**src/common/fbsc_pkg.sv**
```systemverilog
`default_nettype none
package fbsc_pkg;
	// Object classes, instances and services.
	localparam logic [7:0] CLS_CONNECTION = 8'h05;
	localparam logic [7:0] CLS_DISCRETE_IN = 8'h08;
	localparam logic [7:0] CLS_SUPERVISOR = 8'h30;
	localparam logic [7:0] INST_EXPLICIT = 8'h01;
	localparam logic [7:0] INST_CYCLIC = 8'h02;
	localparam logic [7:0] SVC_GET = 8'h0E;
	localparam logic [7:0] SVC_SET = 8'h10;
	localparam logic [7:0] SVC_RESET = 8'h05;
	localparam logic [7:0] SVC_START = 8'h06;
	localparam logic [7:0] SVC_STOP = 8'h07;
	localparam logic [7:0] SVC_INIT_VALVE = 8'h32;
	localparam logic [7:0] SVC_ABORT = 8'h4B;
	localparam logic [7:0] SVC_RECOVER = 8'h4C;
	localparam logic [7:0] SVC_DIAG = 8'h4D;
	// Connection attributes.
	localparam logic [7:0] ATT_STATE = 8'h01;
	localparam logic [7:0] ATT_INST_TYPE = 8'h02;
	localparam logic [7:0] ATT_TRIGGER = 8'h03;
	localparam logic [7:0] ATT_PROD_ID = 8'h04;
	localparam logic [7:0] ATT_CONS_ID = 8'h05;
	localparam logic [7:0] ATT_INIT_COMM = 8'h06;
	localparam logic [7:0] ATT_PROD_SIZE = 8'h07;
	localparam logic [7:0] ATT_CONS_SIZE = 8'h08;
	localparam logic [7:0] ATT_PKT_RATE = 8'h09;
	localparam logic [7:0] ATT_WDOG_ACT = 8'h0C;
	localparam logic [7:0] ATT_PROD_LEN = 8'h0D;
	localparam logic [7:0] ATT_PROD_PATH = 8'h0E;
	localparam logic [7:0] ATT_CONS_LEN = 8'h0F;
	localparam logic [7:0] ATT_CONS_PATH = 8'h10;
	localparam logic [7:0] ATT_INHIBIT = 8'h11;
	// Discrete input and supervisor attributes.
	localparam logic [7:0] ATT_DIN_VALUE = 8'h03;
	localparam logic [7:0] ATT_DEV_STATUS = 8'h0B;
	localparam logic [7:0] ATT_EXC_STATUS = 8'h0C;
	// Connection constants.
	localparam logic [15:0] PROD_ID_EXPLICIT = 16'hFB05;
	localparam logic [15:0] CONS_ID_EXPLICIT = 16'hFC05;
	localparam logic [15:0] PROD_ID_CYCLIC = 16'hFF03;
	localparam logic [15:0] CONS_ID_CYCLIC = 16'hFD05;
	localparam logic [15:0] INIT_COMM_EXPLICIT = 16'h0021;
	localparam logic [15:0] INIT_COMM_CYCLIC = 16'h0001;
	localparam logic [15:0] SIZE_EXPLICIT = 16'h0012;
	localparam logic [15:0] PROD_SIZE_CYCLIC = 16'h0007;
	localparam logic [15:0] CONS_SIZE_CYCLIC = 16'h0003;
	localparam logic [15:0] LEN_CYCLIC = 16'h0006;
	localparam logic [15:0] TRIG_EXPLICIT = 16'h0083;
	localparam logic [15:0] TRIG_CYCLIC = 16'h0082;
	localparam logic [15:0] PKT_RATE_RST = 16'h09C4;
	localparam logic [15:0] WDOG_RST_EXPLICIT = 16'h0001;
	localparam logic [15:0] WDOG_RST_CYCLIC = 16'h0000;
	// Watchdog timeout actions.
	localparam logic [1:0] WDOG_TIMEOUT = 2'h0;
	localparam logic [1:0] WDOG_AUTO_DELETE = 2'h1;
	localparam logic [1:0] WDOG_AUTO_RESET = 2'h2;
	localparam logic [1:0] WDOG_DEFER_DELETE = 2'h3;
	// Connection state codes.
	localparam logic [2:0] CXN_NONE = 3'h0;
	localparam logic [2:0] CXN_CONFIG_IO = 3'h1;
	localparam logic [2:0] CXN_ESTABLISHED = 3'h3;
	localparam logic [2:0] CXN_MAX = 3'h5;
	// Exception status layout.
	localparam int EXC_RESERVED_BIT = 3;
	localparam int EXC_EXPANDED_BIT = 7;
	localparam int EXC_WARN_BASE = 4;
	// Response codes.
	localparam logic [7:0] RSP_OK = 8'h00;
	localparam logic [7:0] RSP_BAD_SERVICE = 8'h08;
	localparam logic [7:0] RSP_BAD_STATE = 8'h0C;
	localparam logic [7:0] RSP_NOT_SETTABLE = 8'h0E;
	localparam logic [7:0] RSP_BAD_VALUE = 8'h09;
	localparam logic [7:0] RSP_BAD_ATTR = 8'h14;
	localparam logic [7:0] RSP_BAD_OBJECT = 8'h16;
	// Supervisor states, numbered as the device status attribute.
	typedef enum logic [2:0]
	{
		FBSC_UNDEF = 3'b000,
		FBSC_SELF_TEST = 3'b001,
		FBSC_IDLE = 3'b010,
		FBSC_TEST_EXC = 3'b011,
		FBSC_EXECUTING = 3'b100,
		FBSC_ABORT = 3'b101,
		FBSC_CRIT_FAULT = 3'b110
	} fbsc_dev_state_t;
endpackage
`default_nettype wire

```
**src/rtl/fbsc_responder.sv**
```systemverilog
`default_nettype none
module fbsc_responder
(
	input wire logic clk,
	input wire logic rstn,
	input wire logic req_valid,
	input wire logic [7:0] req_class,
	input wire logic [7:0] req_instance,
	input wire logic [7:0] req_service,
	input wire logic [7:0] req_attr,
	input wire logic [15:0] req_data,
	input wire logic [2:0] cxn_state_in,
	input wire logic butterfly_valve,
	input wire logic [15:0] nv_prod_path,
	input wire logic [15:0] nv_cons_path,
	output logic nv_write,
	output logic [15:0] nv_wdata_prod,
	output logic [15:0] nv_wdata_cons,
	input wire logic limit_closed,
	input wire logic limit_open,
	input wire logic [7:0] alarm_common,
	input wire logic [7:0] alarm_specific,
	input wire logic [7:0] alarm_maker,
	input wire logic [7:0] warn_common,
	input wire logic [7:0] warn_specific,
	input wire logic [7:0] warn_maker,
	output logic diag_run,
	output logic rsp_valid,
	output logic [7:0] rsp_code,
	output logic [15:0] rsp_data,
	output logic [2:0] dev_status
);
	import fbsc_pkg::*;

	logic [1:0] sync_closed_ff;
	logic [1:0] sync_open_ff;
	logic [1:0] sync_bfly_ff;
	logic [1:0] fill_ff;
	logic boot_ff;
	fbsc_dev_state_t state_ff;
	fbsc_dev_state_t nxt_state;
	logic [15:0] prod_path_ff;
	logic [15:0] cons_path_ff;
	logic [15:0] pkt_rate_ff;
	logic rsp_valid_ff;
	logic [7:0] rsp_code_ff;
	logic [15:0] rsp_data_ff;
	logic diag_ff;
	logic nv_write_ff;
	logic [7:0] nxt_code;
	logic [15:0] nxt_data;
	logic set_prod;
	logic set_cons;
	logic set_rate;
	logic is_cyclic;
	logic inst_ok;
	logic path_ok;
	logic [7:0] exc_status;

	// Pin inputs pass two flip-flops before any logic reads them.
	always_ff @(posedge clk or negedge rstn)
	begin
		if (!rstn)
		begin
			sync_closed_ff <= 2'h0;
			sync_open_ff <= 2'h0;
			sync_bfly_ff <= 2'h0;
			fill_ff <= 2'h0;
		end
		else
		begin
			sync_closed_ff <= {sync_closed_ff[0], limit_closed};
			sync_open_ff <= {sync_open_ff[0], limit_open};
			sync_bfly_ff <= {sync_bfly_ff[0], butterfly_valve};
			fill_ff <= {fill_ff[0], 1'b1}; // Marks when the strap has crossed both stages.
		end
	end

	// Each category bit is the OR of its detail bits; fixed bits set the method.
	always_comb
	begin
		exc_status = 8'h00;
		exc_status[0] = |alarm_common;
		exc_status[1] = |alarm_specific;
		exc_status[2] = |alarm_maker;
		exc_status[EXC_WARN_BASE] = |warn_common;
		exc_status[EXC_WARN_BASE + 1] = |warn_specific;
		exc_status[EXC_WARN_BASE + 2] = |warn_maker;
		exc_status[EXC_RESERVED_BIT] = 1'b0;
		exc_status[EXC_EXPANDED_BIT] = 1'b1;
	end

	assign is_cyclic = (req_instance == INST_CYCLIC);
	assign inst_ok = (req_instance == INST_EXPLICIT) || is_cyclic;
	// Only the cyclic connection carries assembly paths; zero is no assembly.
	assign path_ok = (req_data != 16'h0000);

	// Decode one request into a response code and read data.
	always_comb
	begin
		nxt_code = RSP_OK;
		nxt_data = 16'h0000;
		nxt_state = state_ff;
		set_prod = 1'b0;
		set_cons = 1'b0;
		set_rate = 1'b0;
		if (req_class == CLS_CONNECTION && inst_ok && req_service == SVC_GET)
		begin
			unique case (req_attr)
				ATT_STATE: nxt_data = {13'h0000, cxn_state_in};
				ATT_INST_TYPE: nxt_data = {15'h0000, is_cyclic};
				ATT_TRIGGER: nxt_data = is_cyclic ? TRIG_CYCLIC : TRIG_EXPLICIT;
				ATT_PROD_ID: nxt_data = is_cyclic ? PROD_ID_CYCLIC : PROD_ID_EXPLICIT;
				ATT_CONS_ID: nxt_data = is_cyclic ? CONS_ID_CYCLIC : CONS_ID_EXPLICIT;
				ATT_INIT_COMM: nxt_data = is_cyclic ? INIT_COMM_CYCLIC : INIT_COMM_EXPLICIT;
				ATT_PROD_SIZE: nxt_data = is_cyclic ? PROD_SIZE_CYCLIC : SIZE_EXPLICIT;
				ATT_CONS_SIZE: nxt_data = is_cyclic ? CONS_SIZE_CYCLIC : SIZE_EXPLICIT;
				ATT_PKT_RATE: nxt_data = pkt_rate_ff;
				ATT_WDOG_ACT: nxt_data = is_cyclic ? WDOG_RST_CYCLIC : WDOG_RST_EXPLICIT;
				ATT_PROD_LEN: nxt_data = is_cyclic ? LEN_CYCLIC : 16'h0000;
				ATT_PROD_PATH: nxt_data = prod_path_ff;
				ATT_CONS_LEN: nxt_data = is_cyclic ? LEN_CYCLIC : 16'h0000;
				ATT_CONS_PATH: nxt_data = cons_path_ff;
				ATT_INHIBIT: nxt_data = 16'h0000;
				default: nxt_code = RSP_BAD_ATTR;
			endcase
		end
		else if (req_class == CLS_CONNECTION && inst_ok && req_service == SVC_SET)
		begin
			if (req_attr == ATT_PKT_RATE)
				set_rate = 1'b1;
			else if (req_attr == ATT_PROD_PATH || req_attr == ATT_CONS_PATH)
			begin
				if (cxn_state_in != CXN_CONFIG_IO)
					nxt_code = RSP_BAD_STATE;
				else if (!is_cyclic || !path_ok)
					nxt_code = RSP_BAD_VALUE;
				else
				begin
					set_prod = (req_attr == ATT_PROD_PATH);
					set_cons = (req_attr == ATT_CONS_PATH);
				end
			end
			else
				nxt_code = RSP_NOT_SETTABLE;
		end
		else if (req_class == CLS_DISCRETE_IN && inst_ok && req_service == SVC_GET
			&& req_attr == ATT_DIN_VALUE)
		begin
			nxt_data = {15'h0000, is_cyclic ? sync_open_ff[1] : sync_closed_ff[1]};
		end
		else if (req_class == CLS_DISCRETE_IN && inst_ok)
			nxt_code = (req_service == SVC_GET) ? RSP_BAD_ATTR : RSP_BAD_SERVICE;
		else if (req_class == CLS_SUPERVISOR && req_instance == INST_EXPLICIT)
		begin
			unique case (req_service)
				SVC_GET:
				begin
					if (req_attr == ATT_DEV_STATUS)
						nxt_data = {13'h0000, state_ff};
					else if (req_attr == ATT_EXC_STATUS)
						nxt_data = {8'h00, exc_status};
					else
						nxt_code = RSP_BAD_ATTR;
				end
				SVC_RESET, SVC_RECOVER: nxt_state = FBSC_SELF_TEST;
				SVC_START: nxt_state = FBSC_EXECUTING;
				SVC_STOP: nxt_state = FBSC_IDLE;
				SVC_INIT_VALVE:
				begin
					if (state_ff == FBSC_SELF_TEST)
						nxt_state = FBSC_IDLE;
					else
						nxt_code = RSP_BAD_STATE;
				end
				SVC_ABORT: nxt_state = FBSC_ABORT;
				SVC_DIAG:
				begin
					if (state_ff != FBSC_ABORT)
						nxt_state = FBSC_SELF_TEST;
				end
				default: nxt_code = RSP_BAD_SERVICE;
			endcase
		end
		else
			nxt_code = RSP_BAD_OBJECT;
	end

	// Once the strap has crossed both flip-flops it picks the power-on state; reading it
	// earlier would see the reset value and boot a butterfly valve into self testing.
	always_ff @(posedge clk or negedge rstn)
	begin
		if (!rstn)
		begin
			boot_ff <= 1'b1;
			state_ff <= FBSC_SELF_TEST;
		end
		else if (boot_ff)
		begin
			boot_ff <= !fill_ff[1];
			if (fill_ff[1])
				state_ff <= sync_bfly_ff[1] ? FBSC_IDLE : FBSC_SELF_TEST;
		end
		else if (req_valid)
			state_ff <= nxt_state;
	end

	// Paths are reloaded from non-volatile storage, and written back on change.
	always_ff @(posedge clk or negedge rstn)
	begin
		if (!rstn)
		begin
			prod_path_ff <= 16'h0000;
			cons_path_ff <= 16'h0000;
			nv_write_ff <= 1'b0;
		end
		else if (boot_ff)
		begin
			prod_path_ff <= nv_prod_path;
			cons_path_ff <= nv_cons_path;
			nv_write_ff <= 1'b0;
		end
		else
		begin
			if (req_valid && set_prod)
				prod_path_ff <= req_data;
			if (req_valid && set_cons)
				cons_path_ff <= req_data;
			nv_write_ff <= req_valid && (set_prod || set_cons);
		end
	end

	// Expected packet rate is the one freely settable attribute.
	always_ff @(posedge clk or negedge rstn)
	begin
		if (!rstn)
			pkt_rate_ff <= PKT_RATE_RST;
		else if (req_valid && set_rate && !boot_ff)
			pkt_rate_ff <= req_data;
	end

	// Response registers; requests during the boot cycles are refused.
	always_ff @(posedge clk or negedge rstn)
	begin
		if (!rstn)
		begin
			rsp_valid_ff <= 1'b0;
			rsp_code_ff <= RSP_OK;
			rsp_data_ff <= 16'h0000;
			diag_ff <= 1'b0;
		end
		else
		begin
			rsp_valid_ff <= req_valid;
			diag_ff <= req_valid && !boot_ff && req_class == CLS_SUPERVISOR
				&& req_instance == INST_EXPLICIT && req_service == SVC_DIAG;
			if (req_valid)
			begin
				rsp_code_ff <= boot_ff ? RSP_BAD_STATE : nxt_code;
				rsp_data_ff <= boot_ff ? 16'h0000 : nxt_data;
			end
		end
	end

	assign rsp_valid = rsp_valid_ff;
	assign rsp_code = rsp_code_ff;
	assign rsp_data = rsp_data_ff;
	assign dev_status = state_ff;
	assign diag_run = diag_ff;
	assign nv_write = nv_write_ff;
	assign nv_wdata_prod = prod_path_ff;
	assign nv_wdata_cons = cons_path_ff;

	property p_path_state;
		@(posedge clk) disable iff (!rstn)
		(req_valid && !boot_ff && req_class == CLS_CONNECTION && req_service == SVC_SET
			&& req_attr == ATT_PROD_PATH && cxn_state_in != CXN_CONFIG_IO)
		|=> (rsp_code == RSP_BAD_STATE) && $stable(prod_path_ff);
	endproperty
	a_path_state: assert property (p_path_state) else $error("path set outside config");

	property p_path_value;
		@(posedge clk) disable iff (!rstn)
		(req_valid && !boot_ff && req_class == CLS_CONNECTION && req_service == SVC_SET
			&& req_attr == ATT_CONS_PATH && is_cyclic && cxn_state_in == CXN_CONFIG_IO
			&& req_data == 16'h0000)
		|=> rsp_code == RSP_BAD_VALUE;
	endproperty
	a_path_value: assert property (p_path_value) else $error("bad path accepted");

	property p_nv_write;
		@(posedge clk) disable iff (!rstn)
		nv_write |-> (nv_wdata_prod == $past(req_data) || nv_wdata_cons == $past(req_data));
	endproperty
	a_nv_write: assert property (p_nv_write) else $error("nv write without data");

	property p_ids;
		@(posedge clk) disable iff (!rstn)
		(req_valid && !boot_ff && req_class == CLS_CONNECTION && req_instance == INST_CYCLIC
			&& req_service == SVC_GET && req_attr == ATT_PROD_ID)
		|=> rsp_data == PROD_ID_CYCLIC && rsp_code == RSP_OK;
	endproperty
	a_ids: assert property (p_ids) else $error("wrong produced id");

	property p_size;
		@(posedge clk) disable iff (!rstn)
		(req_valid && !boot_ff && req_class == CLS_CONNECTION && req_instance == INST_EXPLICIT
			&& req_service == SVC_GET && req_attr == ATT_CONS_SIZE)
		|=> rsp_data == SIZE_EXPLICIT;
	endproperty
	a_size: assert property (p_size) else $error("wrong explicit size");

	property p_start;
		@(posedge clk) disable iff (!rstn)
		(req_valid && !boot_ff && req_class == CLS_SUPERVISOR && req_instance == INST_EXPLICIT
			&& req_service == SVC_START) |=> dev_status == FBSC_EXECUTING;
	endproperty
	a_start: assert property (p_start) else $error("start not executing");

	property p_diag_abort;
		@(posedge clk) disable iff (!rstn)
		(req_valid && !boot_ff && state_ff == FBSC_ABORT && req_class == CLS_SUPERVISOR
			&& req_instance == INST_EXPLICIT && req_service == SVC_DIAG)
		|=> dev_status == FBSC_ABORT && diag_run;
	endproperty
	a_diag_abort: assert property (p_diag_abort) else $error("diag left abort");

	property p_exc;
		@(posedge clk) disable iff (!rstn)
		exc_status[EXC_EXPANDED_BIT] && !exc_status[EXC_RESERVED_BIT]
		&& exc_status[1] == (alarm_specific != 8'h00);
	endproperty
	a_exc: assert property (p_exc) else $error("exception byte wrong");

	property p_unlisted;
		@(posedge clk) disable iff (!rstn)
		(req_valid && !boot_ff && req_class == CLS_SUPERVISOR && req_instance == INST_EXPLICIT
			&& req_service == SVC_SET) |=> rsp_code == RSP_BAD_SERVICE && $stable(state_ff);
	endproperty
	a_unlisted: assert property (p_unlisted) else $error("unlisted service accepted");

	c_abort: cover property (@(posedge clk) disable iff (!rstn) state_ff == FBSC_ABORT);
	c_exec: cover property (@(posedge clk) disable iff (!rstn) state_ff == FBSC_EXECUTING);
	c_nv: cover property (@(posedge clk) disable iff (!rstn) nv_write);
endmodule // fbsc_responder
`default_nettype wire

```
**config.mk**
```make
export PLATFORM = sky130hd
export DESIGN_NAME = fbsc_responder
export DESIGN_NICKNAME = d
export VERILOG_FILES = /design/src/common/fbsc_pkg.sv /design/src/rtl/fbsc_responder.sv
export SDC_FILE = /design/constraint.sdc
export NUM_CORES = 1
export LEC_CHECK = 0
export ABC_CLOCK_PERIOD_IN_PS = 4300
export BUFFER_PORTS_ARGS = -buffer_cell sky130_fd_sc_hd__buf_2
export CAP_MARGIN = 30
export CORE_ASPECT_RATIO = 1.4
export CORE_MARGIN = 2
export CORE_UTILIZATION = 53
export DETAILED_ROUTE_END_ITERATION = 7
export GPL_TIMING_DRIVEN = 0
export PLACE_DENSITY = 0.93
export SYNTH_ARGS = -nofsm -noshare
export SYNTH_HDL_FRONTEND = slang
export SYNTH_SLANG_ARGS = --single-unit
export TNS_END_PERCENT = 1
```
**constraint.sdc**
```tcl
create_clock -name clk -period 4.3 [get_ports clk]
set_input_delay 0.86 -clock clk [delete_from_list [all_inputs] [get_ports clk]]
set_output_delay 0.86 -clock clk [all_outputs]
set_load 0.01 [all_outputs]
```
Word level (Yosys, flattened, before mapping) --
Cells that the tools add are included.
Word-level totals: output and inout bits 62, word-level logic and storage cells 163, input bits 137, bits in registers 87
Operators by class: multiplexer cells 68, eq/ne operators 40, reductions and logical operators 41
Operator list (count):
- $pmux 16 s13 | 1
- $mux 8 | 15
- $mux 16 | 6
- $eq 8x4->1 const B | 9
- $eq 8x3->1 const B | 8
- $reduce_or 8->1 | 6
- $mux 3 | 11
- $mux 5 | 6
- $eq 8x2->1 const B | 3
- $eq 8x5->1 const B | 3
- $eq 8x7->1 const B | 3
- $mux 1 | 20
- $pmux 3 s6 | 1
- $eq 8x1->1 const B | 2
- $eq 8x6->1 const B | 2
- $logic_and 1x1->1 | 16
- $reduce_bool 16->1 | 1
- $pmux 5 s3 | 1
- $reduce_or 15->1 | 1
- $mux 4 | 3
- $mux 11 | 1
- $ne 2x2->1 const B | 5
- $reduce_and 10->1 | 1
- $mux 9 | 1
- 11 further kinds | 23

Logic depth before layout (Yosys ltp) --
depth after elaboration 12, gate-level depth with buffers 11, depth with buffers taken out 6

Worst setup path after synthesis --
Ideal clock, no wire load.
kind input to register, start point input port req_instance[3], end point register rsp_data_ff[6], in the netlist rsp_data[6], cell stages on the path 7, data required time 4.207 ns, path slack 1.155 ns, setup time 0.093 ns, data arrival time 3.052 ns, buffers on the path 1, path through or4_4 -> or4_4 -> or4_4 -> buf_6 -> a2111oi_4 -> a21oi_2 -> o31ai_2
Between the ends: longest elaborated chain between the ends 9, elaborated cells between the ends (all ways) 16, those cells by class eq/ne (2); mux (6); reduce/logical (8)
Ends and longest elaborated chain:
- from (decl) | RTL line fbsc_responder.sv:8 | input wire logic [7:0] req_instance,
- $eq 8x1->1 or $eq 8x2->1 (tied branches) | RTL line fbsc_responder.sv:94, fbsc_responder.sv:154, fbsc_responder.sv:93
- $logic_or 1x1->1 | RTL line fbsc_responder.sv:94 | assign inst_ok = (req_instance == INST_EXPLICIT) || is_cyclic;
- $logic_and 1x1->1 | RTL line fbsc_responder.sv:147, fbsc_responder.sv:152
- $logic_and 1x1->1 | RTL line fbsc_responder.sv:147 | else if (req_class == CLS_DISCRETE_IN && inst_ok && req_service == SVC_GET
- $logic_and 1x1->1 | RTL line fbsc_responder.sv:148 | && req_attr == ATT_DIN_VALUE)
- $mux 8 | RTL line fbsc_responder.sv:147
- $mux 8 | RTL line fbsc_responder.sv:128 | else if (req_class == CLS_CONNECTION && inst_ok && req_service == SVC_SET)
- $mux 16 (*) | RTL line fbsc_responder.sv:107 | if (req_class == CLS_CONNECTION && inst_ok && req_service == SVC_GET)
- $mux 16 (*) | RTL line fbsc_responder.sv:260 | rsp_data_ff <= boot_ff ? 16'h0000 : nxt_data;
- to (signal assigned) | RTL line fbsc_responder.sv:260
- to (decl) | RTL line fbsc_responder.sv:47 | logic [15:0] rsp_data_ff;
Mark *: on every way between the ends. The rest lies on a longest branch, timed or not. A chain may end at the register's enable or synchronous reset.

Worst setup path in the final report --
start point input port req_instance[3], end point register prod_path_ff[6], in the netlist nv_wdata_prod[6]
Between the ends: longest elaborated chain between the ends 11, elaborated cells between the ends (all ways) 16, those cells by class eq/ne (2); mux (6); reduce/logical (8)
Ends and longest elaborated chain:
- $eq 8x2->1 | RTL line fbsc_responder.sv:93 | assign is_cyclic = (req_instance == INST_CYCLIC);
- $logic_not 1->1 | RTL line fbsc_responder.sv:136 | else if (!is_cyclic || !path_ok)
- $logic_or 1x1->1 | RTL line fbsc_responder.sv:136
- $mux 1 | RTL line fbsc_responder.sv:136
- $mux 1 | RTL line fbsc_responder.sv:134 | if (cxn_state_in != CXN_CONFIG_IO)
- $mux 1 | RTL line fbsc_responder.sv:132 | else if (req_attr == ATT_PROD_PATH || req_attr == ATT_CONS_PATH)
- $mux 1 | RTL line fbsc_responder.sv:130 | if (req_attr == ATT_PKT_RATE)
- $mux 1 | RTL line fbsc_responder.sv:128
- $mux 1 (*) | RTL line fbsc_responder.sv:107
- $logic_and 1x1->1 (*) | RTL line fbsc_responder.sv:225 | if (req_valid && set_prod)
- $reduce_bool 2->1 (no source line) (*)
- to (signal assigned) | RTL line fbsc_responder.sv:219 | prod_path_ff <= nv_prod_path;
- to (signal assigned) | RTL line fbsc_responder.sv:226 | prod_path_ff <= req_data;
- to (decl) | RTL line fbsc_responder.sv:42 | logic [15:0] prod_path_ff;
Marked as above.

==> reports/summary.json <==
{
  "synth": {
    "number_of_different_library_cells_in_the_post_synthesis_netlist": 71,
    "number_of_warnings_reported_in_the_yosys_synthesis_log": 0,
    "avgSynthCellArea_um2": 9.56,
    "synth-edff-count": 0,
    "async_flop_share_pct": 100,
    "mappedNetlistArea_um2": 4870,
    "postSynthRegisterBits": 84,
    "synth-main-ff-cell": "sky130_fd_sc_hd__dfrtp_1",
    "synth_sequential_area_ratio_pct": 43.3,
    "synth_cells": 510
  },
  "cts": {
    "ctsResizeCount": 0,
    "clock-sinks": 84,
    "clk_transition_reported_paths_ps": 70,
    "clk_path_buf_depth": 2,
    "cts_root_buf": "sky130_fd_sc_hd__clkbuf_16",
    "htree_num_levels": 3,
    "hold_buffers": 0,
    "worst_skew_pair.late_latency_ps": 340,
    "tritoncts_clock_tree": "done",
    "tritoncts.num_buffers": 9,
    "post_cts_buffers": 0
  },
  "sta": {
    "max_slew.worst_pin.slew_ps": 1040,
    "timing.slew.headroom_pct": 30.0,
    "maxClockFrequency_mhz": 288,
    "final_max_slew_viol_count": 0,
    "post-route-worst-setup-slack_ps": 831,
    "timing.final.crit_share_pct": 80.7,
    "fin_clk_skew_ps": 6.42,
    "number_of_hold_slack_violations_in_the_final_timing_report": 0,
    "final-setup-viol-count": 0,
    "setup_tns_ps": 0,
    "final.min_clock_period_ps": 3470,
    "grt_setup_unrepaired": "no"
  },
  "pwr": {
    "clkPwrFrac_pct": 41.6,
    "power.share.sequential_pct": 46.4,
    "power.share.combinational_pct": 12.0,
    "internal_power_mw": 1.30,
    "power.switching_uw": 487,
    "pleak_nw": 2.79,
    "vdd.ir_drop.worst_mv": 0.339,
    "powerDensity_nw_per_um2": 285,
    "switching_share_pct": 27.2
  },
  "floorplanning": {
    "top_ports": 199,
    "design.die.area_um2": 9990,
    "die_width_um": 85.1,
    "floorplan.rows": 41,
    "die_height_um": 117,
    "core_um2": 8980,
    "floorplan.initialDensity_pct": 54.3
  },
  "critical_path": {
    "worstSetupStartpointType": "primary input",
    "timing.critical_path.required_ps": 4480,
    "crit_arrival_ps": 3650,
    "crit_fanout": 10,
    "critical_path.endpoint_type": "register",
    "worst-setup-path-type": "in2reg"
  },
  "routing": {
    "wl_met3_um": 1140,
    "met2WireLength_um": 8880,
    "drt.antenna.violating_nets": 0,
    "drt-initial-drc-count": 496,
    "dr.max_layer_used": "met4",
    "routed_via_density": 6.24,
    "detailed_routing_iterations_pass_1": 7,
    "wirelength_met1_um": 6320,
    "wl_per_cell_um": 20.4,
    "num_vias": 5168,
    "routed_wire_length_um": 16900,
    "detail_route.drc_violations": 0
  },
  "layout": {
    "register_area_um2": 2110,
    "nFillCells": 692,
    "multi_input_comb_area_um2": 2570,
    "num_antenna_cells": 0,
    "layout.nets": 853,
    "finalNonFillerCells": 828,
    "drive_above_1_share_pct": 36.1,
    "syn_to_final_growth_pct": 29.0
  },
  "place": {
    "port_buffers": 192,
    "place_ws_ps": 479,
    "placedCellCount": 812,
    "gpl.final_weighted_congestion": 0.910,
    "dpl.hpwl_um": 12900
  },
  "run_status": {
    "outcome": "completed"
  },
  "global_routing": {
    "grt_use_total_pct": 34.0,
    "grt_max_degree": 63,
    "grt.overflow.total": 0,
    "via_count_of_the_first_global_routing_pass": 5212,
    "grt_pass1_wl_um": 26800,
    "antenna_found_initial": 0
  },
  "hold_path": {
    "worstHoldPathType": "reg2reg"
  },
  "flow_run": {
    "drv_cap": 0
  }
}
## layout make-up
| class | instances | area share, % |
|---|---|---|
| sequential | 84 | 33.6 |
| timing repair buffer | 193 | 15.8 |
| buffer | 36 | 2.80 |
| multi-input combinational | 386 | 40.9 |
| clock inverter | 7 | 0.915 |
| inverter | 6 | 0.358 |
| tap | 107 | 2.13 |
| clock buffer | 9 | 3.58 |
## worst max-delay path, cell delays in order
cell                      delay [ps]
sky130_fd_sc_hd__buf_2           100
sky130_fd_sc_hd__or4_4           530
sky130_fd_sc_hd__nor4_1          540
sky130_fd_sc_hd__buf_2           350
sky130_fd_sc_hd__nand4_1         210
sky130_fd_sc_hd__nor3b_1         220
sky130_fd_sc_hd__buf_2           280
sky130_fd_sc_hd__buf_6           230
sky130_fd_sc_hd__mux2i_1         210
sky130_fd_sc_hd__a21oi_1         100
## final timing paths
check | start | end | slack [ps] | cells past startpoint
setup / recovery | req_instance[3] | nv_wdata_prod[6]$_DFFE_PN0P_ | 830 | 10
hold / removal | sync_bfly_ff[0]$_DFF_PN0_ | sync_bfly_ff[1]$_DFF_PN0_ | 350 | 0
setup reg to reg | boot_ff$_DFF_PN1_ | pkt_rate_ff[13]$_DFFE_PN0P_ | 1920 | 7
hold reg to reg | sync_bfly_ff[0]$_DFF_PN0_ | sync_bfly_ff[1]$_DFF_PN0_ | 350 | 0
max in group asynchronous | rstn | pkt_rate_ff[2]$_DFFE_PN1P_ | 3250 | 2
min in group asynchronous | rstn | sync_closed_ff[1]$_DFF_PN0_ | 410 | 1
## sequential cells by signal, indices dropped and copies added (netlist names)
register        cells
nv_wdata_cons      16
nv_wdata_prod      16
pkt_rate_ff        16
rsp_data           16
rsp_code            5
dev_status          3
fill_ff             2
sync_bfly_ff        2
sync_closed_ff      2
sync_open_ff        2
boot_ff             1
diag_run            1
nv_write            1
rsp_valid           1
## power by group through the flow
stage / logic (mW) / clock network, mW / registers, mW
final: 0.215 / 0.745 / 0.831
after global routing: 0.235 / 0.783 / 0.832
after CTS: 0.214 / 0.743 / 0.830
after detailed placement: 0.213 / 0 / 0.844
after global placement: 0.202 / 0 / 0.843
after floorplan: 0.0718 / 0 / 0.848
## cells in the final DEF, fill, tap and decap left out, types with 3 or more instances in the layout
cell                        instances
sky130_fd_sc_hd__buf_2            194
sky130_fd_sc_hd__dfrtp_1           77
sky130_fd_sc_hd__a21oi_1           58
sky130_fd_sc_hd__nor2_1            51
sky130_fd_sc_hd__mux2i_1           36
sky130_fd_sc_hd__nand2_1           25
sky130_fd_sc_hd__clkbuf_1          23
sky130_fd_sc_hd__nor4_1            23
sky130_fd_sc_hd__nor3_1            21
sky130_fd_sc_hd__mux2_2            16
sky130_fd_sc_hd__o21ai_0           15
sky130_fd_sc_hd__nand3_1           12
sky130_fd_sc_hd__o2bb2ai_1         10
sky130_fd_sc_hd__clkbuf_16          9
sky130_fd_sc_hd__nand2b_1           8
sky130_fd_sc_hd__a22oi_1            7
sky130_fd_sc_hd__buf_4              7
sky130_fd_sc_hd__dfstp_2            7
sky130_fd_sc_hd__and3_1             5
sky130_fd_sc_hd__or4_1              5
sky130_fd_sc_hd__nand4_1            5
sky130_fd_sc_hd__a221o_1            5
sky130_fd_sc_hd__a22o_1             5
sky130_fd_sc_hd__nor2b_1            5
sky130_fd_sc_hd__nor3b_1            4
sky130_fd_sc_hd__inv_1              4
sky130_fd_sc_hd__a31oi_1            4
sky130_fd_sc_hd__o211ai_1           4
sky130_fd_sc_hd__conb_1             4
sky130_fd_sc_hd__or4_4              3
sky130_fd_sc_hd__a222oi_1           3
## stage by stage
step                instance area (um^2)  hold WS (ps)  util (%)  power (mW)
finish                              6290           354      70.1        1.79
floorplan                           4880           331         -       0.920
detailed placement                  6010           341      66.9        1.06
CTS                                 6290           356      70.1        1.79
global route                        6290           368      70.1        1.85
global placement                    5980           331      66.6        1.04
## per-layer routing
metal  track usage [%]  vias to the layer above
met4              16.3                        0
met3              4.91                       46
li1                  -                     2349
met1              40.5                     2488
met5                 0                        -
met2              59.1                      285
## logic make-up after synthesis
family	count (synthesis)	synth area share, %
AOI/OAI and AO/OA	136	18.9
muxes	52	11.1
buffers and inverters	42	4.08
other	2	0.154
xor gates and xnor gates	2	0.359
DFF	84	43.3
and+or+nand+nor	192	22.1
## synth_stat cells, types with 3 or more instances
library cell | instances | area share (%)
sky130_fd_sc_hd__nand3_1 | 12 | 1.2
sky130_fd_sc_hd__nand2b_1 | 8 | 1.0
sky130_fd_sc_hd__o21ai_0 | 15 | 1.5
sky130_fd_sc_hd__a221o_1 | 5 | 1.0
sky130_fd_sc_hd__dfstp_2 | 7 | 3.8
sky130_fd_sc_hd__nor3_1 | 21 | 2.2
sky130_fd_sc_hd__nand4_1 | 5 | 0.64
sky130_fd_sc_hd__nor2_1 | 51 | 3.9
sky130_fd_sc_hd__or4_4 | 3 | 0.69
sky130_fd_sc_hd__a222oi_1 | 3 | 0.62
sky130_fd_sc_hd__nor2b_1 | 5 | 0.64
sky130_fd_sc_hd__a31oi_1 | 4 | 0.51
sky130_fd_sc_hd__mux2_2 | 16 | 3.7
sky130_fd_sc_hd__nand2_1 | 25 | 1.9
sky130_fd_sc_hd__o211ai_1 | 4 | 0.62
sky130_fd_sc_hd__buf_4 | 6 | 0.92
sky130_fd_sc_hd__a21oi_1 | 58 | 6.0
sky130_fd_sc_hd__inv_1 | 4 | 0.31
sky130_fd_sc_hd__nor3b_1 | 4 | 0.62
sky130_fd_sc_hd__dfrtp_1 | 77 | 40
sky130_fd_sc_hd__mux2i_1 | 36 | 7.4
sky130_fd_sc_hd__clkbuf_1 | 23 | 1.8
sky130_fd_sc_hd__a22o_1 | 5 | 0.90
sky130_fd_sc_hd__o2bb2ai_1 | 10 | 1.8
sky130_fd_sc_hd__nor4_1 | 23 | 3.0
sky130_fd_sc_hd__a22oi_1 | 7 | 1.1
sky130_fd_sc_hd__buf_2 | 3 | 0.31
sky130_fd_sc_hd__or4_1 | 5 | 0.77
sky130_fd_sc_hd__and3_1 | 5 | 0.64
Note: power is estimated with default switching activity, not from simulation.
